==> config.mk <==
export PLATFORM = sky130hd
export DESIGN_NAME = txrx_pattern_ifcal_ctrl
export DESIGN_NICKNAME = d
export VERILOG_FILES = /design/src/rtl/txrx_pkg.sv /design/src/rtl/txrx_pattern_ifcal_ctrl.sv
export SDC_FILE = /design/constraint.sdc
export NUM_CORES = 1
export LEC_CHECK = 0
export BUFFER_PORTS_ARGS = -buffer_cell sky130_fd_sc_hd__buf_4
export CORE_MARGIN = 2
export CORE_UTILIZATION = 38
export CTS_CLUSTER_SIZE = 12
export DETAILED_ROUTE_END_ITERATION = 7
export PLACE_DENSITY = 0.68
export SLEW_MARGIN = 40
export SYNTH_ARGS = -nofsm -noshare
export SYNTH_HDL_FRONTEND = slang
export SYNTH_SLANG_ARGS = --single-unit
==> constraint.sdc <==
create_clock -name i_ref_clk -period 33.6 [get_ports i_ref_clk]
set_input_delay 1.68 -clock i_ref_clk [delete_from_list [all_inputs] [get_ports i_ref_clk]]
set_output_delay 1.68 -clock i_ref_clk [all_outputs]
set_load 0.05 [all_outputs]
==> src/rtl/txrx_pkg.sv <==
// txrx_pkg: register map, field layout, reset values, timing
// counts and types of the transmit pattern / IF calibration block.
// assumes a 40 MHz reference clock and an APB host.
package txrx_pkg;
  localparam int CLK_KHZ = 40000;
  localparam int SEQ_TICK_KHZ = 100;
  localparam int SEQ_DIV = CLK_KHZ / SEQ_TICK_KHZ;
  localparam int COARSE_CAL_US = 200;
  localparam int COARSE_CAL_CYC = (COARSE_CAL_US * CLK_KHZ + 999) / 1000;
  localparam int FINE_STEPS = 10;
  localparam int LAT_DEPTH = 5;
  localparam int RSSI_LEVELS = 80;

  localparam logic [7:0] ADDR_TX_CTRL = 8'h00;
  localparam logic [7:0] ADDR_RX_CFG = 8'h04;
  localparam logic [7:0] ADDR_COARSE = 8'h08;
  localparam logic [7:0] ADDR_FINE = 8'h0C;
  localparam logic [7:0] ADDR_DWELL = 8'h10;
  localparam logic [7:0] ADDR_SYNC = 8'h14;
  localparam logic [7:0] ADDR_STATUS = 8'h18;

  localparam int CO_EN_BIT = 4;
  localparam int CO_DIV_LSB = 5;
  localparam int FI_EN_BIT = 4;
  localparam int FI_LO_LSB = 5;
  localparam int FI_HI_LSB = 13;

  localparam logic [2:0] MOD_2FSK = 3'h0;
  localparam logic [2:0] MOD_GFSK = 3'h1;
  localparam logic [2:0] PAT_NORMAL = 3'h0;
  localparam logic [2:0] PAT_CARRIER = 3'h1;
  localparam logic [2:0] PAT_PLUS = 3'h2;
  localparam logic [2:0] PAT_MINUS = 3'h3;
  localparam logic [2:0] PAT_ALT = 3'h4;
  localparam logic [2:0] PAT_PN9 = 3'h5;
  localparam logic [2:0] PAT_SYNC = 3'h6;
  localparam logic [1:0] DRV_DATA = 2'h0;
  localparam logic [1:0] DRV_CARRIER = 2'h1;
  localparam logic [1:0] DRV_PLUS = 2'h2;
  localparam logic [1:0] DRV_MINUS = 2'h3;

  localparam logic [8:0] TX_CFG_RST = 9'h001;
  localparam logic [8:0] RX_CFG_RST = 9'h100;
  localparam logic [15:0] DWELL_RST = 16'h0032;
  localparam logic [15:0] SYNC_RST = 16'hA5C3;
  localparam logic [8:0] PN9_SEED = 9'h1FF;
  localparam logic [6:0] AGC_HIGH = 7'h46;
  localparam logic [6:0] AGC_LOW = 7'h1E;
  localparam logic [2:0] AGC_TOP = 3'h4;
  localparam logic [6:0] TRIM_TOL = 7'h01;
  localparam logic [5:0] TRIM_MID = 6'h20;

  typedef struct packed {
    logic [2:0] pattern;
    logic alpha07;
    logic [2:0] mod;
    logic clk_inv;
    logic tx_rx;
  } tx_cfg_t;

  typedef struct packed {
    logic agc_en;
    logic [1:0] if_gain;
    logic [1:0] bw;
    logic [1:0] amp_gain;
    logic mixer_lin;
    logic amp_mode;
  } rx_cfg_t;

  typedef struct packed {
    logic [2:0] agc_level;
    logic [6:0] rssi;
    logic [5:0] trim;
    logic [3:0] step;
    logic fine;
    logic busy;
  } status_t;

  typedef enum logic [1:0] {CAL_IDLE, CAL_COARSE, CAL_FINE} cal_state_t;
endpackage : txrx_pkg

==> src/rtl/txrx_pattern_ifcal_ctrl.sv <==
// txrx_pattern_ifcal_ctrl: transmit latency line and test patterns,
// receive front-end settings, IF filter calibration, flash RSSI, AGC.
// assumes an APB master on i_ref_clk; link pins are asynchronous.
`timescale 1ns/1ps
module txrx_pattern_ifcal_ctrl
  import txrx_pkg::*;
#(
  parameter int unsigned COARSE_CYCLES = COARSE_CAL_CYC
)
(
  // clock and reset
  input wire logic i_ref_clk,
  input wire logic i_sys_rst,
  // apb slave
  input wire logic i_psel,
  input wire logic i_penable,
  input wire logic i_pwrite,
  input wire logic [7:0] i_paddr,
  input wire logic [31:0] i_pwdata,
  output logic o_pready,
  output logic o_pslverr,
  output logic [31:0] o_prdata,
  // transmit link
  input wire logic i_data_exchange_clock,
  input wire logic i_tx_data,
  output logic o_tx_bit,
  output logic [1:0] o_tx_drive,
  // receive front end
  input wire logic [79:0] i_rssi_comp,
  output logic o_lna_short,
  output logic o_front_amp_operating_mode,
  output logic o_mixer_linearity,
  output logic [1:0] o_front_amp_gain_setting,
  output logic [1:0] o_if_bandwidth,
  output logic [1:0] o_if_gain,
  // calibration
  output logic o_amp_detach,
  output logic o_tone_inject,
  output logic o_tone_upper,
  output logic o_coarse_cal_run,
  output logic [5:0] o_filter_trim,
  output logic [8:0] o_cal_ref_divider,
  output logic [7:0] o_tone_low_divider,
  output logic [7:0] o_tone_high_divider,
  output logic [6:0] o_rssi_code
);

  function automatic logic [2:0] lat_bits(input logic [2:0] m,
                                          input logic a7);
    logic [2:0] n;
    n = 3'h1;
    if (m == MOD_GFSK)
      n = 3'h4;
    else if (m[2] && (m[1:0] != 2'h0))
      n = a7 ? 3'h4 : 3'h5;
    return n;
  endfunction : lat_bits

  function automatic logic [6:0] flash_count(input logic [79:0] c);
    logic [6:0] n;
    n = 7'h00;
    for (int k = 0; k < RSSI_LEVELS; k++)
      n = n + {6'h00, c[k]};
    return n;
  endfunction : flash_count

  // agc level to {amp gain, if gain}; 4 is highest gain
  function automatic logic [3:0] gain_map(input logic [2:0] lv);
    logic [3:0] g;
    case (lv)
      3'h4: g = 4'hA;
      3'h3: g = 4'h6;
      3'h2: g = 4'h5;
      3'h1: g = 4'h4;
      default: g = 4'h0;
    endcase
    return g;
  endfunction : gain_map

  function automatic logic addr_ok(input logic [7:0] a);
    return (a <= ADDR_STATUS) && (a[1:0] == 2'h0);
  endfunction : addr_ok

  tx_cfg_t tx_cfg_reg;
  rx_cfg_t rx_cfg_reg;
  status_t status;
  cal_state_t cal_state_reg;
  logic coarse_en_reg;
  logic [8:0] cal_div_reg;
  logic fine_en_reg;
  logic [7:0] tone_lo_reg;
  logic [7:0] tone_hi_reg;
  logic [15:0] dwell_reg;
  logic [15:0] sync_word_reg;
  logic [2:0] clk_sync_reg;
  logic [1:0] dat_sync_reg;
  logic [79:0] comp_meta_reg;
  logic [79:0] comp_reg;
  logic [LAT_DEPTH-1:0] lat_sr_reg;
  logic [8:0] pn9_reg;
  logic alt_reg;
  logic [15:0] sync_sh_reg;
  logic [15:0] cyc_cnt_reg;
  logic [8:0] seq_cnt_reg;
  logic seq_tick;
  logic [15:0] dwell_cnt_reg;
  logic [3:0] step_reg;
  logic [5:0] trim_reg;
  logic [6:0] meas_lo_reg;
  logic [2:0] agc_level_reg;
  logic [6:0] rssi_reg;
  logic [31:0] rd_mux;
  logic wr;
  logic rise_edge;
  logic fall_edge;
  logic sample_edge;
  logic src_bit;
  logic step_end;
  logic [2:0] lat;
  logic [6:0] diff;
  logic [3:0] agc_gain;
  logic inv_hold_reg;

  // apb: zero wait states, error on unmapped address
  assign o_pready = 1'b1;
  assign o_pslverr = i_psel && i_penable && !addr_ok(i_paddr);
  assign wr = i_psel && i_penable && i_pwrite && addr_ok(i_paddr);

  always_ff @(posedge i_ref_clk or posedge i_sys_rst)
  begin
    if (i_sys_rst)
    begin
      tx_cfg_reg <= TX_CFG_RST;
      rx_cfg_reg <= RX_CFG_RST;
      coarse_en_reg <= 1'b0;
      cal_div_reg <= 9'h000;
      fine_en_reg <= 1'b0;
      tone_lo_reg <= 8'h00;
      tone_hi_reg <= 8'h00;
      dwell_reg <= DWELL_RST;
      sync_word_reg <= SYNC_RST;
    end
    else if (wr)
    begin
      case (i_paddr)
        ADDR_TX_CTRL: tx_cfg_reg <= i_pwdata[8:0];
        ADDR_RX_CFG: rx_cfg_reg <= i_pwdata[8:0];
        ADDR_COARSE:
        begin
          coarse_en_reg <= i_pwdata[CO_EN_BIT];
          cal_div_reg <= i_pwdata[CO_DIV_LSB +: 9];
        end
        ADDR_FINE:
        begin
          fine_en_reg <= i_pwdata[FI_EN_BIT];
          tone_lo_reg <= i_pwdata[FI_LO_LSB +: 8];
          tone_hi_reg <= i_pwdata[FI_HI_LSB +: 8];
        end
        ADDR_DWELL: dwell_reg <= i_pwdata[15:0];
        ADDR_SYNC: sync_word_reg <= i_pwdata[15:0];
        default: ;
      endcase
    end
  end

  assign status = '{agc_level: agc_level_reg, rssi: rssi_reg,
                    trim: trim_reg, step: step_reg,
                    fine: cal_state_reg == CAL_FINE,
                    busy: cal_state_reg != CAL_IDLE};

  always_comb
  begin
    rd_mux = 32'h00000000;
    case (i_paddr)
      ADDR_TX_CTRL: rd_mux[8:0] = tx_cfg_reg;
      ADDR_RX_CFG: rd_mux[8:0] = rx_cfg_reg;
      ADDR_COARSE:
      begin
        rd_mux[CO_EN_BIT] = coarse_en_reg;
        rd_mux[CO_DIV_LSB +: 9] = cal_div_reg;
      end
      ADDR_FINE:
      begin
        rd_mux[FI_EN_BIT] = fine_en_reg;
        rd_mux[FI_LO_LSB +: 8] = tone_lo_reg;
        rd_mux[FI_HI_LSB +: 8] = tone_hi_reg;
      end
      ADDR_DWELL: rd_mux[15:0] = dwell_reg;
      ADDR_SYNC: rd_mux[15:0] = sync_word_reg;
      ADDR_STATUS: rd_mux[21:0] = status;
      default: rd_mux = 32'h00000000;
    endcase
  end

  // read data latched in the setup phase, valid in the access phase
  always_ff @(posedge i_ref_clk or posedge i_sys_rst)
  begin
    if (i_sys_rst)
      o_prdata <= 32'h00000000;
    else if (i_psel && !i_penable && !i_pwrite)
      o_prdata <= rd_mux;
  end

  // pin synchronisers; the first stage feeds only the second
  always_ff @(posedge i_ref_clk or posedge i_sys_rst)
  begin
    if (i_sys_rst)
    begin
      clk_sync_reg <= 3'h0;
      dat_sync_reg <= 2'h0;
      comp_meta_reg <= '0;
      comp_reg <= '0;
    end
    else
    begin
      clk_sync_reg <= {clk_sync_reg[1:0], i_data_exchange_clock};
      dat_sync_reg <= {dat_sync_reg[0], i_tx_data};
      comp_meta_reg <= i_rssi_comp;
      comp_reg <= comp_meta_reg;
    end
  end

  assign rise_edge = clk_sync_reg[1] && !clk_sync_reg[2];
  assign fall_edge = !clk_sync_reg[1] && clk_sync_reg[2];
  assign sample_edge = tx_cfg_reg.clk_inv ? fall_edge : rise_edge;
  assign lat = lat_bits(tx_cfg_reg.mod, tx_cfg_reg.alpha07);

  always_comb
  begin
    case (tx_cfg_reg.pattern)
      PAT_ALT: src_bit = alt_reg;
      PAT_PN9: src_bit = pn9_reg[8];
      PAT_SYNC: src_bit = sync_sh_reg[15];
      default: src_bit = dat_sync_reg[1];
    endcase
  end

  // pattern generators step only on sampling edges, so at data rate
  always_ff @(posedge i_ref_clk or posedge i_sys_rst)
  begin
    if (i_sys_rst)
    begin
      pn9_reg <= PN9_SEED;
      alt_reg <= 1'b1;
      sync_sh_reg <= SYNC_RST;
    end
    else if (sample_edge)
    begin
      pn9_reg <= {pn9_reg[7:0], pn9_reg[8] ^ pn9_reg[4]};
      alt_reg <= !alt_reg;
      if (tx_cfg_reg.pattern == PAT_SYNC)
        sync_sh_reg <= {sync_sh_reg[14:0], sync_sh_reg[15]};
      else
        sync_sh_reg <= sync_word_reg;
    end
  end

  // output taps the old line value, so at latency 1 a bit sampled on one rising
  // edge leaves on the next; falling-edge sampling adds half a bit
  always_ff @(posedge i_ref_clk or posedge i_sys_rst)
  begin
    if (i_sys_rst)
    begin
      lat_sr_reg <= '0;
      inv_hold_reg <= 1'b0;
      o_tx_bit <= 1'b0;
      o_tx_drive <= DRV_DATA;
    end
    else
    begin
      // inverted clock: the falling-edge sample waits for the next
      // rise, which is where the extra half bit comes from
      if (fall_edge)
        inv_hold_reg <= src_bit;
      if (rise_edge)
        lat_sr_reg <= {lat_sr_reg[LAT_DEPTH-2:0],
                       tx_cfg_reg.clk_inv ? inv_hold_reg : src_bit};
      if (rise_edge)
        o_tx_bit <= lat_sr_reg[lat - 3'h1];
      case (tx_cfg_reg.pattern)
        PAT_CARRIER: o_tx_drive <= DRV_CARRIER;
        PAT_PLUS: o_tx_drive <= DRV_PLUS;
        PAT_MINUS: o_tx_drive <= DRV_MINUS;
        default: o_tx_drive <= DRV_DATA;
      endcase
    end
  end

  // sequencer tick from the reference clock
  always_ff @(posedge i_ref_clk or posedge i_sys_rst)
  begin
    if (i_sys_rst)
      seq_cnt_reg <= 9'h000;
    else if (seq_tick)
      seq_cnt_reg <= 9'h000;
    else
      seq_cnt_reg <= seq_cnt_reg + 9'h001;
  end
  assign seq_tick = seq_cnt_reg == 9'(SEQ_DIV - 1);

  assign step_end = (cal_state_reg == CAL_FINE) && seq_tick &&
                    (dwell_cnt_reg + 16'h0001 >= dwell_reg);
  assign diff = (meas_lo_reg > rssi_reg) ? meas_lo_reg - rssi_reg
                                         : rssi_reg - meas_lo_reg;

  // calibration runs by itself once started; a busy flag is readable
  always_ff @(posedge i_ref_clk or posedge i_sys_rst)
  begin
    if (i_sys_rst)
    begin
      cal_state_reg <= CAL_IDLE;
      cyc_cnt_reg <= 16'h0000;
      dwell_cnt_reg <= 16'h0000;
      step_reg <= 4'h0;
      trim_reg <= TRIM_MID;
      meas_lo_reg <= 7'h00;
    end
    else
    begin
      case (cal_state_reg)
        CAL_IDLE:
        begin
          cyc_cnt_reg <= 16'h0000;
          dwell_cnt_reg <= 16'h0000;
          step_reg <= 4'h0;
          if (wr && i_paddr == ADDR_COARSE)
          begin
            if (i_pwdata[CO_EN_BIT])
              cal_state_reg <= CAL_COARSE;
            else if (fine_en_reg)
              cal_state_reg <= CAL_FINE;
          end
        end
        CAL_COARSE:
        begin
          cyc_cnt_reg <= cyc_cnt_reg + 16'h0001;
          if (cyc_cnt_reg == 16'(COARSE_CYCLES - 1))
          begin
            trim_reg <= TRIM_MID;
            cal_state_reg <= fine_en_reg ? CAL_FINE : CAL_IDLE;
          end
        end
        CAL_FINE:
        begin
          if (step_end)
          begin
            dwell_cnt_reg <= 16'h0000;
            step_reg <= step_reg + 4'h1;
            if (!step_reg[0])
              meas_lo_reg <= rssi_reg;
            else if (diff <= TRIM_TOL ||
                     step_reg == 4'(FINE_STEPS - 1))
              cal_state_reg <= CAL_IDLE;
            else if (meas_lo_reg > rssi_reg)
              trim_reg <= trim_reg - 6'h01;
            else
              trim_reg <= trim_reg + 6'h01;
          end
          else if (seq_tick)
            dwell_cnt_reg <= dwell_cnt_reg + 16'h0001;
        end
        default: cal_state_reg <= CAL_IDLE;
      endcase
    end
  end

  // flash conversion every cycle, gain control stepping on sequencer ticks
  always_ff @(posedge i_ref_clk or posedge i_sys_rst)
  begin
    if (i_sys_rst)
    begin
      rssi_reg <= 7'h00;
      agc_level_reg <= AGC_TOP;
    end
    else
    begin
      rssi_reg <= flash_count(comp_reg);
      if (rx_cfg_reg.agc_en && tx_cfg_reg.tx_rx && seq_tick &&
          cal_state_reg == CAL_IDLE)
      begin
        if (rssi_reg > AGC_HIGH && agc_level_reg != 3'h0)
          agc_level_reg <= agc_level_reg - 3'h1;
        else if (rssi_reg < AGC_LOW && agc_level_reg != AGC_TOP)
          agc_level_reg <= agc_level_reg + 3'h1;
      end
    end
  end

  assign o_lna_short = !tx_cfg_reg.tx_rx;
  assign o_front_amp_operating_mode = rx_cfg_reg.amp_mode;
  assign o_mixer_linearity = rx_cfg_reg.mixer_lin;
  assign agc_gain = gain_map(agc_level_reg);
  assign o_front_amp_gain_setting = rx_cfg_reg.agc_en ?
    agc_gain[3:2] : rx_cfg_reg.amp_gain;
  assign o_if_gain = rx_cfg_reg.agc_en ?
    agc_gain[1:0] : rx_cfg_reg.if_gain;
  assign o_if_bandwidth = rx_cfg_reg.bw;
  assign o_amp_detach = cal_state_reg == CAL_FINE;
  assign o_tone_inject = cal_state_reg == CAL_FINE;
  assign o_tone_upper = step_reg[0];
  assign o_coarse_cal_run = cal_state_reg == CAL_COARSE;
  assign o_filter_trim = trim_reg;
  assign o_cal_ref_divider = cal_div_reg;
  assign o_tone_low_divider = tone_lo_reg;
  assign o_tone_high_divider = tone_hi_reg;
  assign o_rssi_code = rssi_reg;
endmodule : txrx_pattern_ifcal_ctrl

=== Word-level counts from Yosys, hierarchy flattened ===
Cells that the tools add are included.

* Register bits after elaboration: 369
* Word-level logic and storage cells: 261
* Input bits: 127
* Output and inout bits: 88

* Mux-type cells: 44
* Add/subtract/negate cells: 90
* Equality and inequality tests: 31
* Reductions and logical operators: 48
* $lt $le $gt $ge: 7
* Bitwise gates (word level): 2

{| class="wikitable"
|+ Operator list
! kind !! count
|-
| $add A7 B1 Y7 || 73
|-
| $pmux W16 S2 || 2
|-
| $mux W16 || 3
|-
| $pmux W5 S7 || 1
|-
| $add A16 B1 Y16 const B || 2
|-
| $mux W6 || 5
|-
| $pmux W5 S5 || 1
|-
| $eq A8 B5 Y1 const B || 3
|-
| $mux W2 || 10
|-
| $pmux W4 S5 || 1
|-
| $logic_and A1 B1 Y1 || 18
|-
| $reduce_and A2 Y1 || 9
|-
| $eq A16 B13 Y1 const B || 1
|-
| $eq A8 B4 Y1 const B || 2
|-
| $ge A16 B16 Y1 || 1
|-
| $pmux W4 S4 || 1
|-
| $sub A7 B7 Y7 || 2
|-
| $eq A3 B2 Y1 const B || 4
|-
| $eq A3 B3 Y1 const B || 4
|-
| $mux W3 || 4
|-
| $pmux W2 S3 || 2
|-
| $pmux W6 S2 || 1
|-
| $reduce_bool A2 Y1 || 6
|-
| $pmux W5 S2 || 1
|-
| other kinds (46) || 65
|}

=== Logic depth before layout (Yosys ltp) ===
* Depth in word-level cells: 79
* Depth in mapped cells: 22
* Mapped depth without buffers: 22

=== Least setup slack after synthesis ===
No wires, ideal clock.

* Path kind: register to register
* Start: register comp_reg[35]
* End: register rssi_reg[5], in the netlist o_rssi_code[5]
* Buffers on the path: 0
* Setup time: 80 ps
* Stages on the path, launching flop included: 21
* Clock period less this slack: 5697 ps
* Required time: 33520 ps
* Slack: 27903 ps
* Arrival time: 5617 ps
* Cell sequence: dfrtp_1 > inv_1 > fa_1 > inv_1 > fa_1 > fa_1 > inv_1 > fa_1 > fa_1 > inv_1 > fa_1 > fa_1 > inv_1 > fa_1 > inv_1 > ha_1 > a21o_1 > a21oi_1 > o21bai_1 > a21oi_1 > xnor2_1

* Word-level cells in the longest chain between the ends: 45

{| class="wikitable"
|+ RTL lines
! what !! RTL line !! RTL
|-
| start, declared || txrx_pattern_ifcal_ctrl.sv:98 || <nowiki>logic [79:0] comp_reg;</nowiki>
|-
| start signal, assigned || txrx_pattern_ifcal_ctrl.sv:219 || <nowiki>comp_reg <= comp_meta_reg;</nowiki>
|-
| $add A7 B1 Y7 (45 in a row) || txrx_pattern_ifcal_ctrl.sv:63 || <nowiki>n = n + {6'h00, c[k]};</nowiki>
|-
| end signal, assigned || txrx_pattern_ifcal_ctrl.sv:377 || <nowiki>rssi_reg <= flash_count(comp_reg);</nowiki>
|-
| end, declared || txrx_pattern_ifcal_ctrl.sv:111 || <nowiki>logic [6:0] rssi_reg;</nowiki>
|}

Every way passes these cells.
A chain may end at the register's enable or synchronous reset.

=== Worst setup path after layout ===
Same ends and word-level chain as after synthesis.

==> impl_metrics.tcl <==
set metrics [dict create \
    clk_latency_ns 0.57 \
    drc 0 \
    grt_pass1_wl_mm 62.9 \
    post_drt_wl_per_cell_um 17.3 \
    synth-edff-count 0 \
    final_layout_size_suffix_gt1_frac 0.250 \
    gr-total-overflow 0 \
    synth_cells 1438 \
    p_clk_frac 0.254 \
    area_growth_pct 18.9 \
    fin_util 0.456 \
    synth-main-ff-cell "dfrtp_1" \
    start_util 0.383 \
    p_comb_frac 0.460 \
    finalSetupViolCount 0 \
    fin_crit_sh 0.177 \
    power_density_mw_per_mm2 85.5 \
    place_hpwl_mm 28.4 \
    cts_buffer_depth 3 \
    max_freq_mhz 168 \
    numCtsBuffers 42 \
    p_leak_uw 0.00995 \
    viasPerCell 4.95 \
    rr_startpoint "comp_reg[35]" \
    cp.arrival_ns 6.43 \
    endpoint_kind "flop" \
    die_h_um 217 \
    synth_area_leaders "dfrtp_1, fa_1, mux2_2, dfstp_2, ha_1" \
    yosysWarnings 0 \
    nFillCells 4088 \
    crit_fanout 2 \
    async_reset_ff_frac 1.00 \
    cts_max_level 2 \
    post_dp_cell_area_mm2 0.0192 \
    swShare 0.374 \
    ys_seq_area_frac 0.537 \
    postCtsHoldBufs 0 \
    worstRegToRegCells 20 \
    core_area_mm2 0.0451 \
    avgSynthCellArea_um2 12.0 \
    vdd.ir_drop.worst_v 0.000213 \
    crit_path_start "comp_reg[35]" \
    worst_slack_ns 27.66 \
    cts-root-buf "clkbuf_16" \
    hold_path_depth 0 \
    synth_seq_cells 369 \
    routed_wl_mm 38.8 \
    stdcell_area_mm2 0.0205 \
    grt_start_max_net_pins 146 \
    postCtsSetupRepairBufs 0 \
    cts_tree "done" \
    crit_required_ns 34.09 \
    die_width_um 217 \
    antenna_found_initial 0 \
    first_pass_iters 5 \
    portBuffers 192 \
    synth_top_area_share 0.487 \
    synth.distinct_cells 65 \
    drtAntennaViolNets 0 \
    synth_commonest_cells "dfrtp_1, inv_1, mux2_2" \
    ios 215 \
    dr_total_vias 11100 \
    crit_type "flop to flop" \
    fin_nets 1877 \
    outcome "complete, no violations" \
    synth_most_common_cell "dfrtp_1" \
    tightest_slew_ns 0.839 \
    min_from "comp_meta_reg[68]" \
    hp-class "flop to flop" \
    place_ws_ns 27.62 \
    rows 78 \
    gp_congestion 0.837 \
    grt_util_all_layers 0.171 \
    die_area_mm2 0.0472 \
    seq_power_share 0.286 \
    grt_pass1_vias 11700 \
    tns_ns 0 \
    internal-power_uw 1100 \
    post-route-min-period_ns 5.94 \
    drv_slew 0 \
    drv_cap 0 \
    antenna_cells 0 \
    clkTransAtPathRegs_ns 0.06 \
    synth_area_leader_cell "dfrtp_1" \
    clock_sinks 369 \
    p_sw_uw 656 \
    grt_setup_unrepaired "no" \
    startpoint_type "flop" \
    syn-cell-area_mm2 0.0173 \
    finalHoldWorstSlack_ns 0.341 \
    skew_ns 0.0111 \
    cts_resized 0 \
    finalHoldViolCount 0 \
    drtIter0Drc 585 \
    maxSlewHeadroom 0.439 \
]
==> cells in the final DEF (no fill, tap or decap), drive strengths merged, types with 17 or more instances in the layout <==
cell type	n
clkbuf	60
xnor2	21
nor2	68
dfrtp	336
mux2i	36
xor2	26
nand2	90
and3	17
fa	72
buf	201
o21ai	83
dfstp	33
a21oi	33
nor3	18
mux2	94
a22oi	17
inv	175
ha	61
nand3	26
==> kinds of logic (layout without fill, tap and decap cells) <==
| family | Yosys count | in the layout | synth area share |
|---|---|---|---|
| flip-flops | 369 | 369 | 0.537 |
| AND/OR/NAND/NOR | 283 | 283 | 0.0800 |
| buffers and inverters | 245 | 443 | 0.0611 |
| AO/OA/AOI/OAI | 229 | 229 | 0.0881 |
| adder cells (fa/ha/maj) | 133 | 133 | 0.128 |
| multiplexers | 130 | 130 | 0.0821 |
| XOR/XNOR | 47 | 47 | 0.0238 |
| other | 2 | 11 | 0.000435 |
==> power groups by stage <==
stage	logic, uW	clock network, uW	registers [uW]
global placement	750	0	509
detailed placement	813	0	510
finish	808	447	501
CTS	820	459	502
floorplan	644	0	499
global route	930	480	503
==> metal layers <==
layer,GRT usage,share of wire,vias to the layer above
met1,0.217,0.42,5583
li1,-,-,5173
met5,0,0,-
met2,0.277,0.48,274
met3,0.0468,0.063,74
met4,0.0671,0.033,0
==> final timing paths <==
check	endpoint	slack [ns]
max	o_rssi_code[5]	27.66
min in group asynchronous	comp_meta_reg[73]	1.21
min	comp_reg[68]	0.34
min reg2reg	comp_reg[68]	0.34
max in group asynchronous	o_prdata[17]	31.19
max reg2reg	o_rssi_code[5]	27.66
==> stage by stage <==
stage,instances,total power (uW)
3_5_place_dp,2172,1320
4_1_cts,2244,1780
6_report,2245,1760
5_1_grt,2245,1910
3_3_place_gp,2171,1260
2_1_floorplan,1447,1140
==> critical path: stages (launching register included) <==
cell      delay [ns]
dfrtp_1         0.32
inv_1           0.05
fa_1            0.53
inv_1           0.05
fa_1            0.42
fa_1            0.54
inv_1           0.05
fa_1            0.49
fa_1            0.52
inv_1           0.06
fa_1            0.46
fa_1            0.55
inv_1           0.06
fa_1            0.59
inv_1           0.06
ha_1            0.28
a21o_1          0.19
a21oi_1         0.23
o21bai_1        0.09
a21oi_1         0.18
xnor2_1         0.14
==> final cells by class <==
class                   count  area (um^2)  area share
clock buffers              60         1180      0.0574
clock inverters            12          170     0.00829
inverters                 170          651      0.0317
multi-input cells         833         7000       0.341
flip-flops and latches    369         9280       0.452
well taps                 600          751      0.0366
repair buffers            201         1520      0.0739
Note: power is estimated with default switching activity, not from simulation.
